===== src/common/crf_consts.vh =====
// register offsets, field positions, reset values and status thresholds of the receive flag block
`ifndef CRF_CONSTS_VH
`define CRF_CONSTS_VH

// ----------------------------------------------------------------------------
// register offsets (8-bit byte addresses)
// ----------------------------------------------------------------------------
`define CRF_ADDR_CTRL0       8'h00
`define CRF_ADDR_CTRL1       8'h01
`define CRF_ADDR_RFLG        8'h04
`define CRF_ADDR_RIER        8'h05
`define CRF_ADDR_CODE0       8'h10
`define CRF_ADDR_MASK0       8'h14
`define CRF_ADDR_MASK3       8'h17
`define CRF_ADDR_CODE4       8'h18
`define CRF_ADDR_CODE7       8'h1b
`define CRF_ADDR_MASK4       8'h1c
`define CRF_ADDR_IDB0        8'h20
`define CRF_ADDR_DATA_SEGMENT_0        8'h24
`define CRF_ADDR_DLC         8'h2c
`define CRF_ADDR_EVT_STAT    8'h30
`define CRF_ADDR_EVT_MASK    8'h31

// ----------------------------------------------------------------------------
// field positions
// ----------------------------------------------------------------------------
`define CRF_CTRL0_INIT_REQUEST     0
`define CRF_CTRL0_WAKE_EN    2
`define CRF_CTRL1_INIT_ACKNOWLEDGE     0
`define CRF_RFLG_WAKE        7
`define CRF_RFLG_SCHG        6
`define CRF_RFLG_RXST_HI     5
`define CRF_RFLG_RXST_LO     4
`define CRF_RFLG_TXST_HI     3
`define CRF_RFLG_TXST_LO     2
`define CRF_EVT_WAKE         0
`define CRF_EVT_SCHG         1
`define CRF_EVT_ACCEPT       2
`define CRF_EVT_REJECT       3

// ----------------------------------------------------------------------------
// reset values
// ----------------------------------------------------------------------------
`define CRF_RST_BYTE         8'h00
`define CRF_RST_ST           2'h0
`define CRF_RST_DLC          4'h0

// ----------------------------------------------------------------------------
// error counter thresholds for bus status, and the data segment byte count
// ----------------------------------------------------------------------------
`define CRF_CNT_WARN         8'h60
`define CRF_CNT_ERR          8'h80
`define CRF_NUM_BYTES        8

`endif


===== src/rtl/crf_top.v =====
// receive flag register, acceptance filter and receive data segment registers of a can controller
`timescale 1ns/10ps
`include "crf_consts.vh"
module crf_top
(
    // clock and reset
    input  wire        mclk,
    input  wire        reset_n,
    // register port
    input  wire [7:0]  reg_addr,
    input  wire [7:0]  reg_wdata,
    input  wire        reg_wr,
    input  wire        reg_rd,
    output reg  [7:0]  reg_rdata,
    // controller state and error counters
    input  wire        sleep_active,
    input  wire        bus_activity,
    input  wire [7:0]  rx_err_count,
    input  wire [7:0]  tx_err_count,
    input  wire        tx_bus_off,
    // received frame
    input  wire        frame_valid,
    input  wire [31:0] frame_id,
    input  wire [3:0]  frame_dlc,
    input  wire [63:0] frame_data,
    // results
    output reg         frame_accepted,
    output reg         irq
);

    // ------------------------------------------------------------------------
    // functions
    // ------------------------------------------------------------------------
    // one 32-bit bank: mask bit 1 means don't care
    function bank_hit;
        input [31:0] code;
        input [31:0] mask;
        input [31:0] id;
        begin
            bank_hit = &(~(code ^ id) | mask);
        end
    endfunction

    // error counter to two-bit bus status
    function [1:0] cnt_status;
        input [7:0] cnt;
        begin
            if (cnt >= `CRF_CNT_ERR)
                cnt_status = 2'h2;
            else if (cnt >= `CRF_CNT_WARN)
                cnt_status = 2'h1;
            else
                cnt_status = 2'h0;
        end
    endfunction

    // ------------------------------------------------------------------------
    // registers
    // ------------------------------------------------------------------------
    reg        init_req_q;       // init request
    reg        init_ack_q;       // init acknowledge
    reg        wake_en_q;        // wake-up enable
    reg        wake_flag_q;      // wake-up flag
    reg        schg_flag_q;      // status change flag
    reg [1:0]  rx_st_q;          // rx bus status
    reg [1:0]  tx_st_q;          // tx bus status
    reg [1:0]  rier_q;           // flag interrupt enables
    // filter banks hold byte 0 in bits 31:24
    reg [31:0] code_lo_q;        // code bytes 0..3
    reg [31:0] code_hi_q;        // code bytes 4..7
    reg [31:0] mask_lo_q;        // mask bytes 0..3
    reg [31:0] mask_hi_q;        // mask bytes 4..7
    reg [31:0] idb_q;            // received identifier bytes
    reg [3:0]  dlc_q;            // received length code
    reg [7:0]  dsr_q [0:7];      // data segment bytes
    reg [3:0]  evt_stat_q;       // sticky event status
    reg [3:0]  evt_mask_q;       // event mask

    // ------------------------------------------------------------------------
    // combinational terms
    // ------------------------------------------------------------------------
    // init mode needs both request and acknowledge
    wire       init_mode = init_req_q & init_ack_q;
    // flag writes need init fully left: both bits low
    wire       flag_wr_ok = ~init_req_q & ~init_ack_q;
    // live bus status from the error counters
    wire [1:0] rx_st_now = cnt_status(rx_err_count);
    // bus-off is reported on the transmit side only
    wire [1:0] tx_st_now = tx_bus_off ? 2'h3 : cnt_status(tx_err_count);
    wire       wake_set = sleep_active & bus_activity & wake_en_q;
    wire       st_diff = (rx_st_now != rx_st_q) | (tx_st_now != tx_st_q);
    // no new change while one is pending or in init
    wire       schg_set = st_diff & ~schg_flag_q & ~init_mode;
    // write strobe aimed at the flag register
    wire       wr_rflg = reg_wr & (reg_addr == `CRF_ADDR_RFLG);
    wire       hit = bank_hit(code_lo_q, mask_lo_q, frame_id) |
                     bank_hit(code_hi_q, mask_hi_q, frame_id);
    // frames are ignored while init mode is active
    wire       accept = frame_valid & hit & ~init_mode;
    wire       reject = frame_valid & ~hit & ~init_mode;
    // event vector in status bit order
    wire [3:0] evt_now = {reject, accept, schg_set, wake_set & ~init_mode};
    // a read of event status clears it
    wire       rd_evt = reg_rd & (reg_addr == `CRF_ADDR_EVT_STAT);

    // ------------------------------------------------------------------------
    // control and init handshake
    // ------------------------------------------------------------------------
    // acknowledge follows request one clock later
    always @(posedge mclk or negedge reset_n)
    begin
        if (!reset_n)
        begin
            init_req_q <= 1'b0;
            init_ack_q <= 1'b0;
            wake_en_q  <= 1'b0;
            rier_q     <= 2'h0;
            evt_mask_q <= 4'h0;
        end
        else
        begin
            // acknowledge simply trails the request
            init_ack_q <= init_req_q;
            if (reg_wr && reg_addr == `CRF_ADDR_CTRL0)
            begin
                init_req_q <= reg_wdata[`CRF_CTRL0_INIT_REQUEST];
                wake_en_q  <= reg_wdata[`CRF_CTRL0_WAKE_EN];
            end
            if (reg_wr && reg_addr == `CRF_ADDR_RIER)
                rier_q <= reg_wdata[7:6];
            if (reg_wr && reg_addr == `CRF_ADDR_EVT_MASK)
                evt_mask_q <= reg_wdata[3:0];
        end
    end

    // ------------------------------------------------------------------------
    // receiver flags
    // ------------------------------------------------------------------------
    // set wins over write clear; wake clears only once its cause is gone
    always @(posedge mclk or negedge reset_n)
    begin
        if (!reset_n)
        begin
            wake_flag_q <= 1'b0;
            schg_flag_q <= 1'b0;
        end
        // flags held reset in init mode
        // cleared as soon as the request is seen, so the
        // flags already read zero in the first cycle in
        // which request and acknowledge are both high
        else if (init_req_q)
        begin
            wake_flag_q <= 1'b0;
            schg_flag_q <= 1'b0;
        end
        else
        begin
            if (wake_set)
                wake_flag_q <= 1'b1;
            // write one clears once wake cause is gone
            else if (wr_rflg && flag_wr_ok && reg_wdata[`CRF_RFLG_WAKE])
                wake_flag_q <= 1'b0;
            if (schg_set)
                schg_flag_q <= 1'b1;
            // writes of zero ignored, ones clear
            else if (wr_rflg && flag_wr_ok && reg_wdata[`CRF_RFLG_SCHG])
                schg_flag_q <= 1'b0;
        end
    end

    // bus status fields
    always @(posedge mclk or negedge reset_n)
    begin
        if (!reset_n)
        begin
            rx_st_q <= `CRF_RST_ST;
            tx_st_q <= `CRF_RST_ST;
        end
        // untouched by init; frozen while flag set
        else if (schg_set)
        begin
            rx_st_q <= rx_st_now;
            tx_st_q <= tx_st_now;
        end
    end

    // ------------------------------------------------------------------------
    // acceptance code and mask registers
    // ------------------------------------------------------------------------
    always @(posedge mclk or negedge reset_n)
    begin
        if (!reset_n)
        begin
            code_lo_q <= 32'h0000_0000;
            code_hi_q <= 32'h0000_0000;
            mask_lo_q <= 32'h0000_0000;
            mask_hi_q <= 32'h0000_0000;
        end
        else if (reg_wr && init_mode)
        begin
            // mask bits stored as don't care selects
            if (reg_addr[7:2] == `CRF_ADDR_CODE0 >> 2)
                code_lo_q[8*(3-reg_addr[1:0]) +: 8] <= reg_wdata;
            else if (reg_addr[7:2] == `CRF_ADDR_MASK0 >> 2)
                mask_lo_q[8*(3-reg_addr[1:0]) +: 8] <= reg_wdata;
            else if (reg_addr[7:2] == `CRF_ADDR_CODE4 >> 2)
                code_hi_q[8*(3-reg_addr[1:0]) +: 8] <= reg_wdata;
            else if (reg_addr[7:2] == `CRF_ADDR_MASK4 >> 2)
                mask_hi_q[8*(3-reg_addr[1:0]) +: 8] <= reg_wdata;
        end
    end

    // ------------------------------------------------------------------------
    // receive buffer: identifier and length
    // ------------------------------------------------------------------------
    always @(posedge mclk or negedge reset_n)
    begin
        if (!reset_n)
        begin
            idb_q <= 32'h0000_0000;
            dlc_q <= `CRF_RST_DLC;
        end
        else if (accept)
        begin
            idb_q <= frame_id;
            dlc_q <= frame_dlc;
        end
        // software may also fill the buffer by hand
        else if (reg_wr && reg_addr[7:2] == `CRF_ADDR_IDB0 >> 2)
            idb_q[8*(3-reg_addr[1:0]) +: 8] <= reg_wdata;
        else if (reg_wr && reg_addr == `CRF_ADDR_DLC)
            dlc_q <= reg_wdata[3:0];
    end

    // data segment bytes, byte 0 in frame_data[63:56]
    genvar gi;
    generate
        for (gi = 0; gi < `CRF_NUM_BYTES; gi = gi + 1)
        begin : g_dsr
            always @(posedge mclk or negedge reset_n)
            begin
                if (!reset_n)
                    dsr_q[gi] <= `CRF_RST_BYTE;
                else if (accept)
                    dsr_q[gi] <= (gi < frame_dlc) ? frame_data[63-8*gi -: 8] : `CRF_RST_BYTE;
                else if (reg_wr && reg_addr == `CRF_ADDR_DATA_SEGMENT_0 + gi)
                    dsr_q[gi] <= reg_wdata;
            end
        end
    endgenerate

    // ------------------------------------------------------------------------
    // event status, interrupt and result outputs
    // ------------------------------------------------------------------------
    // sticky events, cleared by read; new event wins
    always @(posedge mclk or negedge reset_n)
    begin
        if (!reset_n)
        begin
            evt_stat_q     <= 4'h0;
            frame_accepted <= 1'b0;
            irq            <= 1'b0;
        end
        else
        begin
            evt_stat_q     <= (rd_evt ? 4'h0 : evt_stat_q) | evt_now;
            // accept pulse follows the frame by one clock
            frame_accepted <= accept;
            // enabled flags and unmasked events raise irq
            irq <= |({wake_flag_q, schg_flag_q} & rier_q) | |(evt_stat_q & evt_mask_q);
        end
    end

    // ------------------------------------------------------------------------
    // read data, one cycle after strobe
    // ------------------------------------------------------------------------
    always @(posedge mclk or negedge reset_n)
    begin
        if (!reset_n)
            reg_rdata <= `CRF_RST_BYTE;
        else if (!reg_rd)
            reg_rdata <= `CRF_RST_BYTE;
        // control: request and wake enable
        else if (reg_addr == `CRF_ADDR_CTRL0)
            reg_rdata <= {5'h00, wake_en_q, 1'b0, init_req_q};
        else if (reg_addr == `CRF_ADDR_CTRL1)
            reg_rdata <= {7'h00, init_ack_q};
        // flags: wake, change, rx and tx status
        else if (reg_addr == `CRF_ADDR_RFLG)
            reg_rdata <= {wake_flag_q, schg_flag_q, rx_st_q, tx_st_q, 2'h0};
        else if (reg_addr == `CRF_ADDR_RIER)
            reg_rdata <= {rier_q, 6'h00};
        else if (reg_addr[7:2] == `CRF_ADDR_CODE0 >> 2)
            reg_rdata <= code_lo_q[8*(3-reg_addr[1:0]) +: 8];
        else if (reg_addr[7:2] == `CRF_ADDR_MASK0 >> 2)
            reg_rdata <= mask_lo_q[8*(3-reg_addr[1:0]) +: 8];
        else if (reg_addr[7:2] == `CRF_ADDR_CODE4 >> 2)
            reg_rdata <= code_hi_q[8*(3-reg_addr[1:0]) +: 8];
        else if (reg_addr[7:2] == `CRF_ADDR_MASK4 >> 2)
            reg_rdata <= mask_hi_q[8*(3-reg_addr[1:0]) +: 8];
        else if (reg_addr[7:2] == `CRF_ADDR_IDB0 >> 2)
            reg_rdata <= idb_q[8*(3-reg_addr[1:0]) +: 8];
        // data bytes 0..3 at 0x24..0x27
        else if (reg_addr[7:3] == `CRF_ADDR_DATA_SEGMENT_0 >> 3 && reg_addr[2])
            reg_rdata <= dsr_q[reg_addr[2:0] - 3'h4];
        // data bytes 4..7 at 0x28..0x2b
        else if (reg_addr[7:3] == (`CRF_ADDR_DATA_SEGMENT_0 >> 3) + 5'h01 && !reg_addr[2])
            reg_rdata <= dsr_q[reg_addr[2:0] + 3'h4];
        else if (reg_addr == `CRF_ADDR_DLC)
            reg_rdata <= {4'h0, dlc_q};
        else if (reg_addr == `CRF_ADDR_EVT_STAT)
            reg_rdata <= {4'h0, evt_stat_q};
        else if (reg_addr == `CRF_ADDR_EVT_MASK)
            reg_rdata <= {4'h0, evt_mask_q};
        // unmapped reads return zero
        else
            reg_rdata <= `CRF_RST_BYTE;
    end

endmodule // crf_top


===== config.mk =====
export PLATFORM = sky130hd
export DESIGN_NAME = crf_top
export DESIGN_NICKNAME = d
export VERILOG_FILES = /design/src/rtl/crf_top.v
export VERILOG_INCLUDE_DIRS = /design/src /design/src/common
export SDC_FILE = /design/constraint.sdc
export NUM_CORES = 1
export LEC_CHECK = 0
export ABC_CLOCK_PERIOD_IN_PS = 3100
export BUFFER_PORTS_ARGS = -buffer_cell sky130_fd_sc_hd__buf_2
export CORE_MARGIN = 1
export CORE_UTILIZATION = 55
export DETAILED_ROUTE_END_ITERATION = 8
export HOLD_SLACK_MARGIN = 0.05
export PLACE_DENSITY = 0.84
export SYNTH_ARGS = -nofsm -noshare
export SYNTH_HDL_FRONTEND = slang
export SYNTH_SLANG_ARGS = --single-unit

===== constraint.sdc =====
create_clock -name mclk -period 3.1 [get_ports mclk]
set_input_delay 0.31 -clock mclk [delete_from_list [all_inputs] [get_ports mclk]]
set_output_delay 0.31 -clock mclk [all_outputs]
set_load 0.01 [all_outputs]

==> results.sh, run 1 <==
export IMPL_final_util_pct=66.8
export IMPL_ios=150
export IMPL_reg2reg_slack_ns=0.01
export IMPL_initial_core_util_pct=55.8
export IMPL_worstReg2RegEnd="dsr_q[16]$_DFFE_PN0P_"
export IMPL_grt_pass1_wl_um=73300
export IMPL_yosys_cell_types_count=62
export IMPL_routed_wl_um=48300
export IMPL_fill_cells=1846
export IMPL_cpPeakStageDelay_ns=0.44
export IMPL_core_area_sq_mm=0.0251
export IMPL_reg2reg_from="code_hi_q[0]$_DFFE_PN0P_"
export IMPL_fin_nets=1668
export IMPL_mostFrequentLayoutCells="nand2_1 (314), dfrtp_1 (257), o21ai_0 (171), buf_2 (137), mux2i_1 (136)"
export IMPL_via_per_inst=6.55
export IMPL_num_rows=58
export IMPL_place_hpwl_um=32900
export IMPL_rsz0062_at_grt="no"
export IMPL_synth_net_count=1482
export IMPL_status="complete, no violations"
export IMPL_vias=12284
export IMPL_async_flop_share_pct=100
export IMPL_remaining_drc_errors=0
export IMPL_gp_congestion=1.02
export IMPL_htreeDepth=1
export IMPL_post_dp_cell_area_sq_mm=0.0151
export IMPL_hold_depth=3
export IMPL_crit_fanout=32
export IMPL_endpoint_kind="register"
export IMPL_cts_tree="done"
export IMPL_grt_pass1_vias=12386
export IMPL_portBuffers=139
export IMPL_grt_max_degree=84
export IMPL_worst_setup_path_type="register to register"
export IMPL_antenna_found_initial=1
export IMPL_grt_usage_pct=37.8
export IMPL_total_power_mw=8.20
export IMPL_setup_tns_ns=0
export IMPL_root_buffer="clkbuf_16"
export IMPL_p_per_area_mw_per_mm2=489
export IMPL_clk_transition_reported_paths_ns=0.07
export IMPL_tightest_slew_ns=1.39
export IMPL_postSynthAreaPerCell_sq_um=10.5
export IMPL_p_leak_nw=7.07
export IMPL_cts_resized=0
export IMPL_skew_ns=0.0241
export IMPL_hp_start="frame_data[15]"
export IMPL_hold_viol=0
export IMPL_yosysWarnings=0
export IMPL_synth_edf_count=0
export IMPL_die_area_sq_mm=0.0261
export IMPL_setup_violations_final=0
export IMPL_maxSlewViolCount=0
export IMPL_ys_dominant_reg_cell="dfrtp_1"
export IMPL_reg2regPathDepth=8
export IMPL_min_period_ns=3.09
export IMPL_avgRoutedWirePerCell_um=25.8
export IMPL_multiInputGateArea_sq_mm=0.00722
export IMPL_ff_latch_area_sq_mm=0.00643
export IMPL_clk_latency_ns=0.56
export IMPL_final_cell_area_sq_mm=0.0168
export IMPL_clk_path_buf_depth=3
export IMPL_required_ns=3.53
export IMPL_drive_gt1_share_pct=22.0
export IMPL_cts_buffers=28
export IMPL_drt_iter0_drc=1767
export IMPL_areaGrowthSynthToFinish_pct=19.7
export IMPL_die_x_um=162
export IMPL_hold_end="dsr_q[15]$_DFFE_PN0P_"
export IMPL_start_kind="register"
export IMPL_synth_seq_cells=257
export IMPL_cts_sinks=257
export IMPL_slowest_stage="dfrtp_1"
export IMPL_first_pass_iters=5
export IMPL_syn_area_sq_mm=0.0140
export IMPL_die_h_um=162
export IMPL_arrival_ns=3.52
export IMPL_ys_seq_area_share_pct=45.9
export IMPL_crit_chain="xnor2_1, o22ai_1, nor4_1, nand4_1, a21oi_4, buf_12, buf_4, mux2i_1"
export IMPL_ir_drop_mv=0.408
export IMPL_ant_nets=0
export IMPL_hp_class="input port to register"
export IMPL_grt_overflow=0
export IMPL_drv_cap=0
export IMPL_fin_crit_sh_pct=99.7
export IMPL_max_slew_margin_rel_pct=6.39
export IMPL_final_common_cell="nand2_1"
export IMPL_max_freq_mhz=324
export IMPL_netlist_instances=1335
[state kept, by name, indices dropped and copies added (netlist names), 2 cells and up]
register and cells:
code_lo_q 32, code_hi_q 32, mask_hi_q 32, mask_lo_q 32, idb_q 32, dlc_q 4, dsr_q 64, rx_st_q 2
rier_q 2, reg_rdata 8, tx_st_q 2, evt_stat_q 4, evt_mask_q 4
[worst max-delay path by stage]
stage / depth (start not counted) / slack (ns) / end / start
floorplan: 10 / 0.66 / reg_rdata[2]$_DFF_PN0_ / reg_addr[1]
global placement: 7 / 0.20 / idb_q[28]$_DFFE_PN0P_ / reg_addr[0]
detailed placement: 7 / 0.10 / idb_q[28]$_DFFE_PN0P_ / reg_addr[0]
CTS: 8 / 0.19 / dsr_q[16]$_DFFE_PN0P_ / code_hi_q[13]$_DFFE_PN0P_
global route: 8 / 0.02 / dsr_q[16]$_DFFE_PN0P_ / code_lo_q[24]$_DFFE_PN0P_
finish: 8 / 0.01 / dsr_q[16]$_DFFE_PN0P_ / code_hi_q[0]$_DFFE_PN0P_
[power breakdown]
group | total (mW) | internal [mW] | switching [mW]
combinational | 0.824 | 0.344 | 0.481
sequential | 3.53 | 3.44 | 0.0857
clock | 3.85 | 2.41 | 1.43
total | 8.20 | 6.20 | 2.00
[logic make-up (layout without fill, tap and decap cells)]
group	after synthesis	in the layout	synth area share, %
flops	257	257	45.9
other cells	0	1	0
fa+ha+maj	7	7	0.625
compound gates	271	271	10.9
buf+inv	77	285	2.74
mux	243	243	22.9
xor+xnor	64	64	4.00
simple gates	416	416	12.9
[metal layers]
layer  global-route usage [%]  part of all wire [%]  wire length (um)  vias up
met5                     1.70                  0.12                58        -
met4                     19.3                   5.9              2830        2
met3                     13.3                    14              6680      209
met2                     55.0                    43             20900      951
met1                     50.0                    37             17800     5971
li1                         -                     -                 -     5151
[synthesized netlist by cell type, types with 3 or more instances]
master	number	area [sq um]
mux2i_1	136	1360
buf_4	12	90.1
a21o_1	5	37.5
o22ai_1	35	219
o21ai_0	171	856
nor3_1	7	35.0
a21oi_1	22	110
nor2_2	9	56.3
a31oi_1	3	18.8
buf_2	10	50.1
ha_1	7	87.6
nand4_1	6	37.5
buf_1	5	18.8
mux2_2	47	529
mux2_4	4	60.1
mux4_2	56	1260
nor2_1	30	113
clkbuf_1	37	139
nand2b_1	3	18.8
nor4_1	9	56.3
xnor2_1	64	561
dfrtp_1	257	6430
and3_1	4	25.0
nand2_1	314	1180
nand3_1	9	45.0
or3_1	3	18.8
a22oi_1	11	82.6
buf_6	5	56.3
inv_1	8	30.0
[worst max-delay path, delay by kind of cell (launching register included)]
family,cells,cell delay (ns)
buffers and inverters,2,0.55
DFF,1,0.44
xor gates and xnor gates,1,0.39
muxes,1,0.35
AOI/OAI and AO/OA,2,0.53
and+or+nand+nor,2,0.67
[repair_timing]
item	4_1_cts	5_1_grt
endpoints found under the hold margin	144	0
hold buffers	65	0
buffers inserted	0	0
[final cells by class]
class	instances	area share, %
diodes	1	0.0149
clock buffers	39	4.84
clock inverters	13	1.54
inverters	8	0.179
multi-input cells	1001	43.0
flip-flops and latches	257	38.3
well taps	330	2.46
repair buffers	225	9.63
[per-stage QoR]
step                hold slack [ns]  worst slack (ns)  cells
floorplan                    0.0144             0.664   1335
global placement              0.354             0.202   1756
detailed placement            0.366             0.100   1756
CTS                          0.0508             0.186   1873
global route                 0.0526            0.0190   1873
finish                       0.0597           0.00987   1874
No activity file was read; power rests on OpenSTA's default activity.
==> run 2, diff against run 1 <==
--- a/config.mk
+++ b/config.mk
@@ -9,10 +9,10 @@
 export ABC_CLOCK_PERIOD_IN_PS = 3100
 export BUFFER_PORTS_ARGS = -buffer_cell sky130_fd_sc_hd__buf_2
 export CORE_MARGIN = 1
-export CORE_UTILIZATION = 55
+export CORE_UTILIZATION = 50
 export DETAILED_ROUTE_END_ITERATION = 8
 export HOLD_SLACK_MARGIN = 0.05
-export PLACE_DENSITY = 0.84
+export PLACE_DENSITY = 0.79
 export SYNTH_ARGS = -nofsm -noshare
 export SYNTH_HDL_FRONTEND = slang
 export SYNTH_SLANG_ARGS = --single-unit
==> run 2 against run 1 <==
Effect of this change: hold slack got worse by 0.010 ns; sequential cell count is the same; global-route usage shrank 3.1 points.
==> results.sh, run 2 (synthesis gave the netlist of run 1 again) <==
export IMPL_rsz0062_at_grt="no"
export IMPL_drive_gt1_share_pct=22.1
export IMPL_ant_nets=0
export IMPL_die_x_um=169
export IMPL_grt_pass1_vias=12227
export IMPL_root_buffer="clkbuf_16"
export IMPL_core_area_sq_mm=0.0273
export IMPL_required_ns=3.57
export IMPL_drt_iter0_drc=1843
export IMPL_drv_cap=0
export IMPL_worstReg2RegEnd="dsr_q[58]$_DFFE_PN0P_"
export IMPL_start_kind="register"
export IMPL_reg2regPathDepth=9
export IMPL_crit_end="dsr_q[58]$_DFFE_PN0P_"
export IMPL_cts_buffers=28
export IMPL_grt_usage_pct=34.7
export IMPL_die_area_sq_mm=0.0287
export IMPL_antenna_found_initial=0
export IMPL_max_freq_mhz=351
export IMPL_gp_congestion=1.06
export IMPL_portBuffers=139
export IMPL_dp_slack_ns=0.363
export IMPL_fin_cells=1915
export IMPL_initial_core_util_pct=51.5
export IMPL_hp_class="input port to register"
export IMPL_dp_cells=1803
export IMPL_skew_ns=0.0188
export IMPL_die_h_um=169
export IMPL_clk_latency_ns=0.56
export IMPL_remaining_drc_errors=0
export IMPL_mostFrequentLayoutCells="nand2_1 (314), dfrtp_1 (257), o21ai_0 (171), buf_2 (137), mux2i_1 (136)"
export IMPL_final_util_pct=61.2
export IMPL_ios=150
export IMPL_setup_tns_ns=0
export IMPL_largest_reg_flops=64
export IMPL_tightest_slew_ns=1.05
export IMPL_hold_viol=0
export IMPL_fin_crit_sh_pct=91.9
export IMPL_htreeDepth=1
export IMPL_areaGrowthSynthToFinish_pct=19.0
export IMPL_p_per_area_mw_per_mm2=468
export IMPL_status="complete, no violations"
export IMPL_via_per_inst=6.42
export IMPL_worst_setup_path_type="register to register"
export IMPL_num_rows=60
export IMPL_clk_transition_reported_paths_ns=0.07
export IMPL_regMostFlops="dsr_q"
export IMPL_reg2reg_from="code_hi_q[13]$_DFFE_PN0P_"
export IMPL_arrival_ns=3.32
export IMPL_grt_pass1_wl_um=73800
export IMPL_p_leak_nw=7.02
export IMPL_cts_tree="done"
export IMPL_grt_overflow=0
export IMPL_place_hpwl_um=33300
export IMPL_ir_drop_mv=0.388
export IMPL_clk_path_buf_depth=3
export IMPL_post_route_worst_setup_slack_ns=0.250
export IMPL_endpoint_kind="register"
export IMPL_startpoint="code_hi_q[13]$_DFFE_PN0P_"
export IMPL_cts_resized=0
export IMPL_min_period_ns=2.85
export IMPL_routed_wl_um=49400
export IMPL_setup_violations_final=0
export IMPL_crit_fanout=30
export IMPL_fill_cells=2092
export IMPL_max_slew_margin_rel_pct=29.7
export IMPL_first_pass_iters=6
export IMPL_fin_nets=1671
export IMPL_maxSlewViolCount=0
export IMPL_diodes=0
export IMPL_cts_sinks=257
export IMPL_avgRoutedWirePerCell_um=25.8
export IMPL_vias=12288
export IMPL_reg2reg_slack_ns=0.25
export IMPL_final_common_cell="nand2_1"
export IMPL_grt_max_degree=87
[run 2: cell count changes in the layout (fill, tap and decap cells not counted)]
| cell | change |
|---|---|
| buf_12 | -2 |
| clkbuf_16 | +1 |
| buf_4 | +7 |
| clkinv_4 | +1 |
| bufinv_16 | -4 |
| dlygate4sd3_1 | -2 |
| inv_6 | -1 |
| clkbuf_8 | -3 |
| diode_2 | -1 |
| clkinv_2 | +4 |
| clkinv_8 | -1 |
[run 2: power breakdown]
group	leakage [nW]	internal, mW	switching (mW)
clock	0.465	2.04	1.42
sequential	3.55	3.44	0.0844
combinational	3.01	0.339	0.485
total	7.02	5.82	1.99
[run 2: timing repair]
action	in CTS	in global routing
hold buffers	63	0
buffers inserted	0	0
setup endpoints to repair	0	0
endpoints found under the hold margin	144	0
[run 2: worst min-delay path by stage]
stage                     depth (start not counted)                       end            from
after global placement                            1     idb_q[13]$_DFFE_PN0P_         reset_n
final                                             3     dsr_q[18]$_DFFE_PN0P_  frame_data[18]
after floorplan                                   0  code_hi_q[0]$_DFFE_PN0P_         reset_n
after CTS                                         3     dsr_q[63]$_DFFE_PN0P_  frame_data[63]
after detailed placement                          1     idb_q[13]$_DFFE_PN0P_         reset_n
after global routing                              3     dsr_q[10]$_DFFE_PN0P_  frame_data[10]
[run 2: metrics by stage]
step	total power [mW]	area, sq um	hold WS (ns)
after floorplan	3.94	14000	0.0144
after global placement	4.29	15100	0.375
after detailed placement	4.31	15100	0.372
after CTS	7.77	16700	0.0529
after global routing	7.98	16700	0.0721
final	7.81	16700	0.0496
[run 2: worst max-delay path: stages, from the launching register on]
cell	delay, ns
dfrtp_1	0.41
xnor2_1	0.32
o22ai_1	0.19
nor4_1	0.31
buf_4	0.18
nand4_1	0.27
a21oi_4	0.32
buf_12	0.27
buf_12	0.24
mux2i_1	0.26
[run 2: area by class of cell]
class	count	area, sq um	share of cell area, %
clock buffers	37	796	4.77
clock inverters	12	141	0.847
inverters	8	30.0	0.180
multi-input cells	1001	7220	43.2
flip-flops and latches	257	6430	38.5
well taps	372	465	2.79
repair buffers	228	1610	9.64
[run 2: metal layers]
layer | GRT usage, % | vias to the layer above | wire length, um
met1 | 45.2 | 5973 | 18300
met2 | 52.4 | 965 | 22000
met5 | 0 | - | 0
met3 | 10.7 | 203 | 6490
met4 | 17.6 | 0 | 2690
li1 | - | 5147 | -
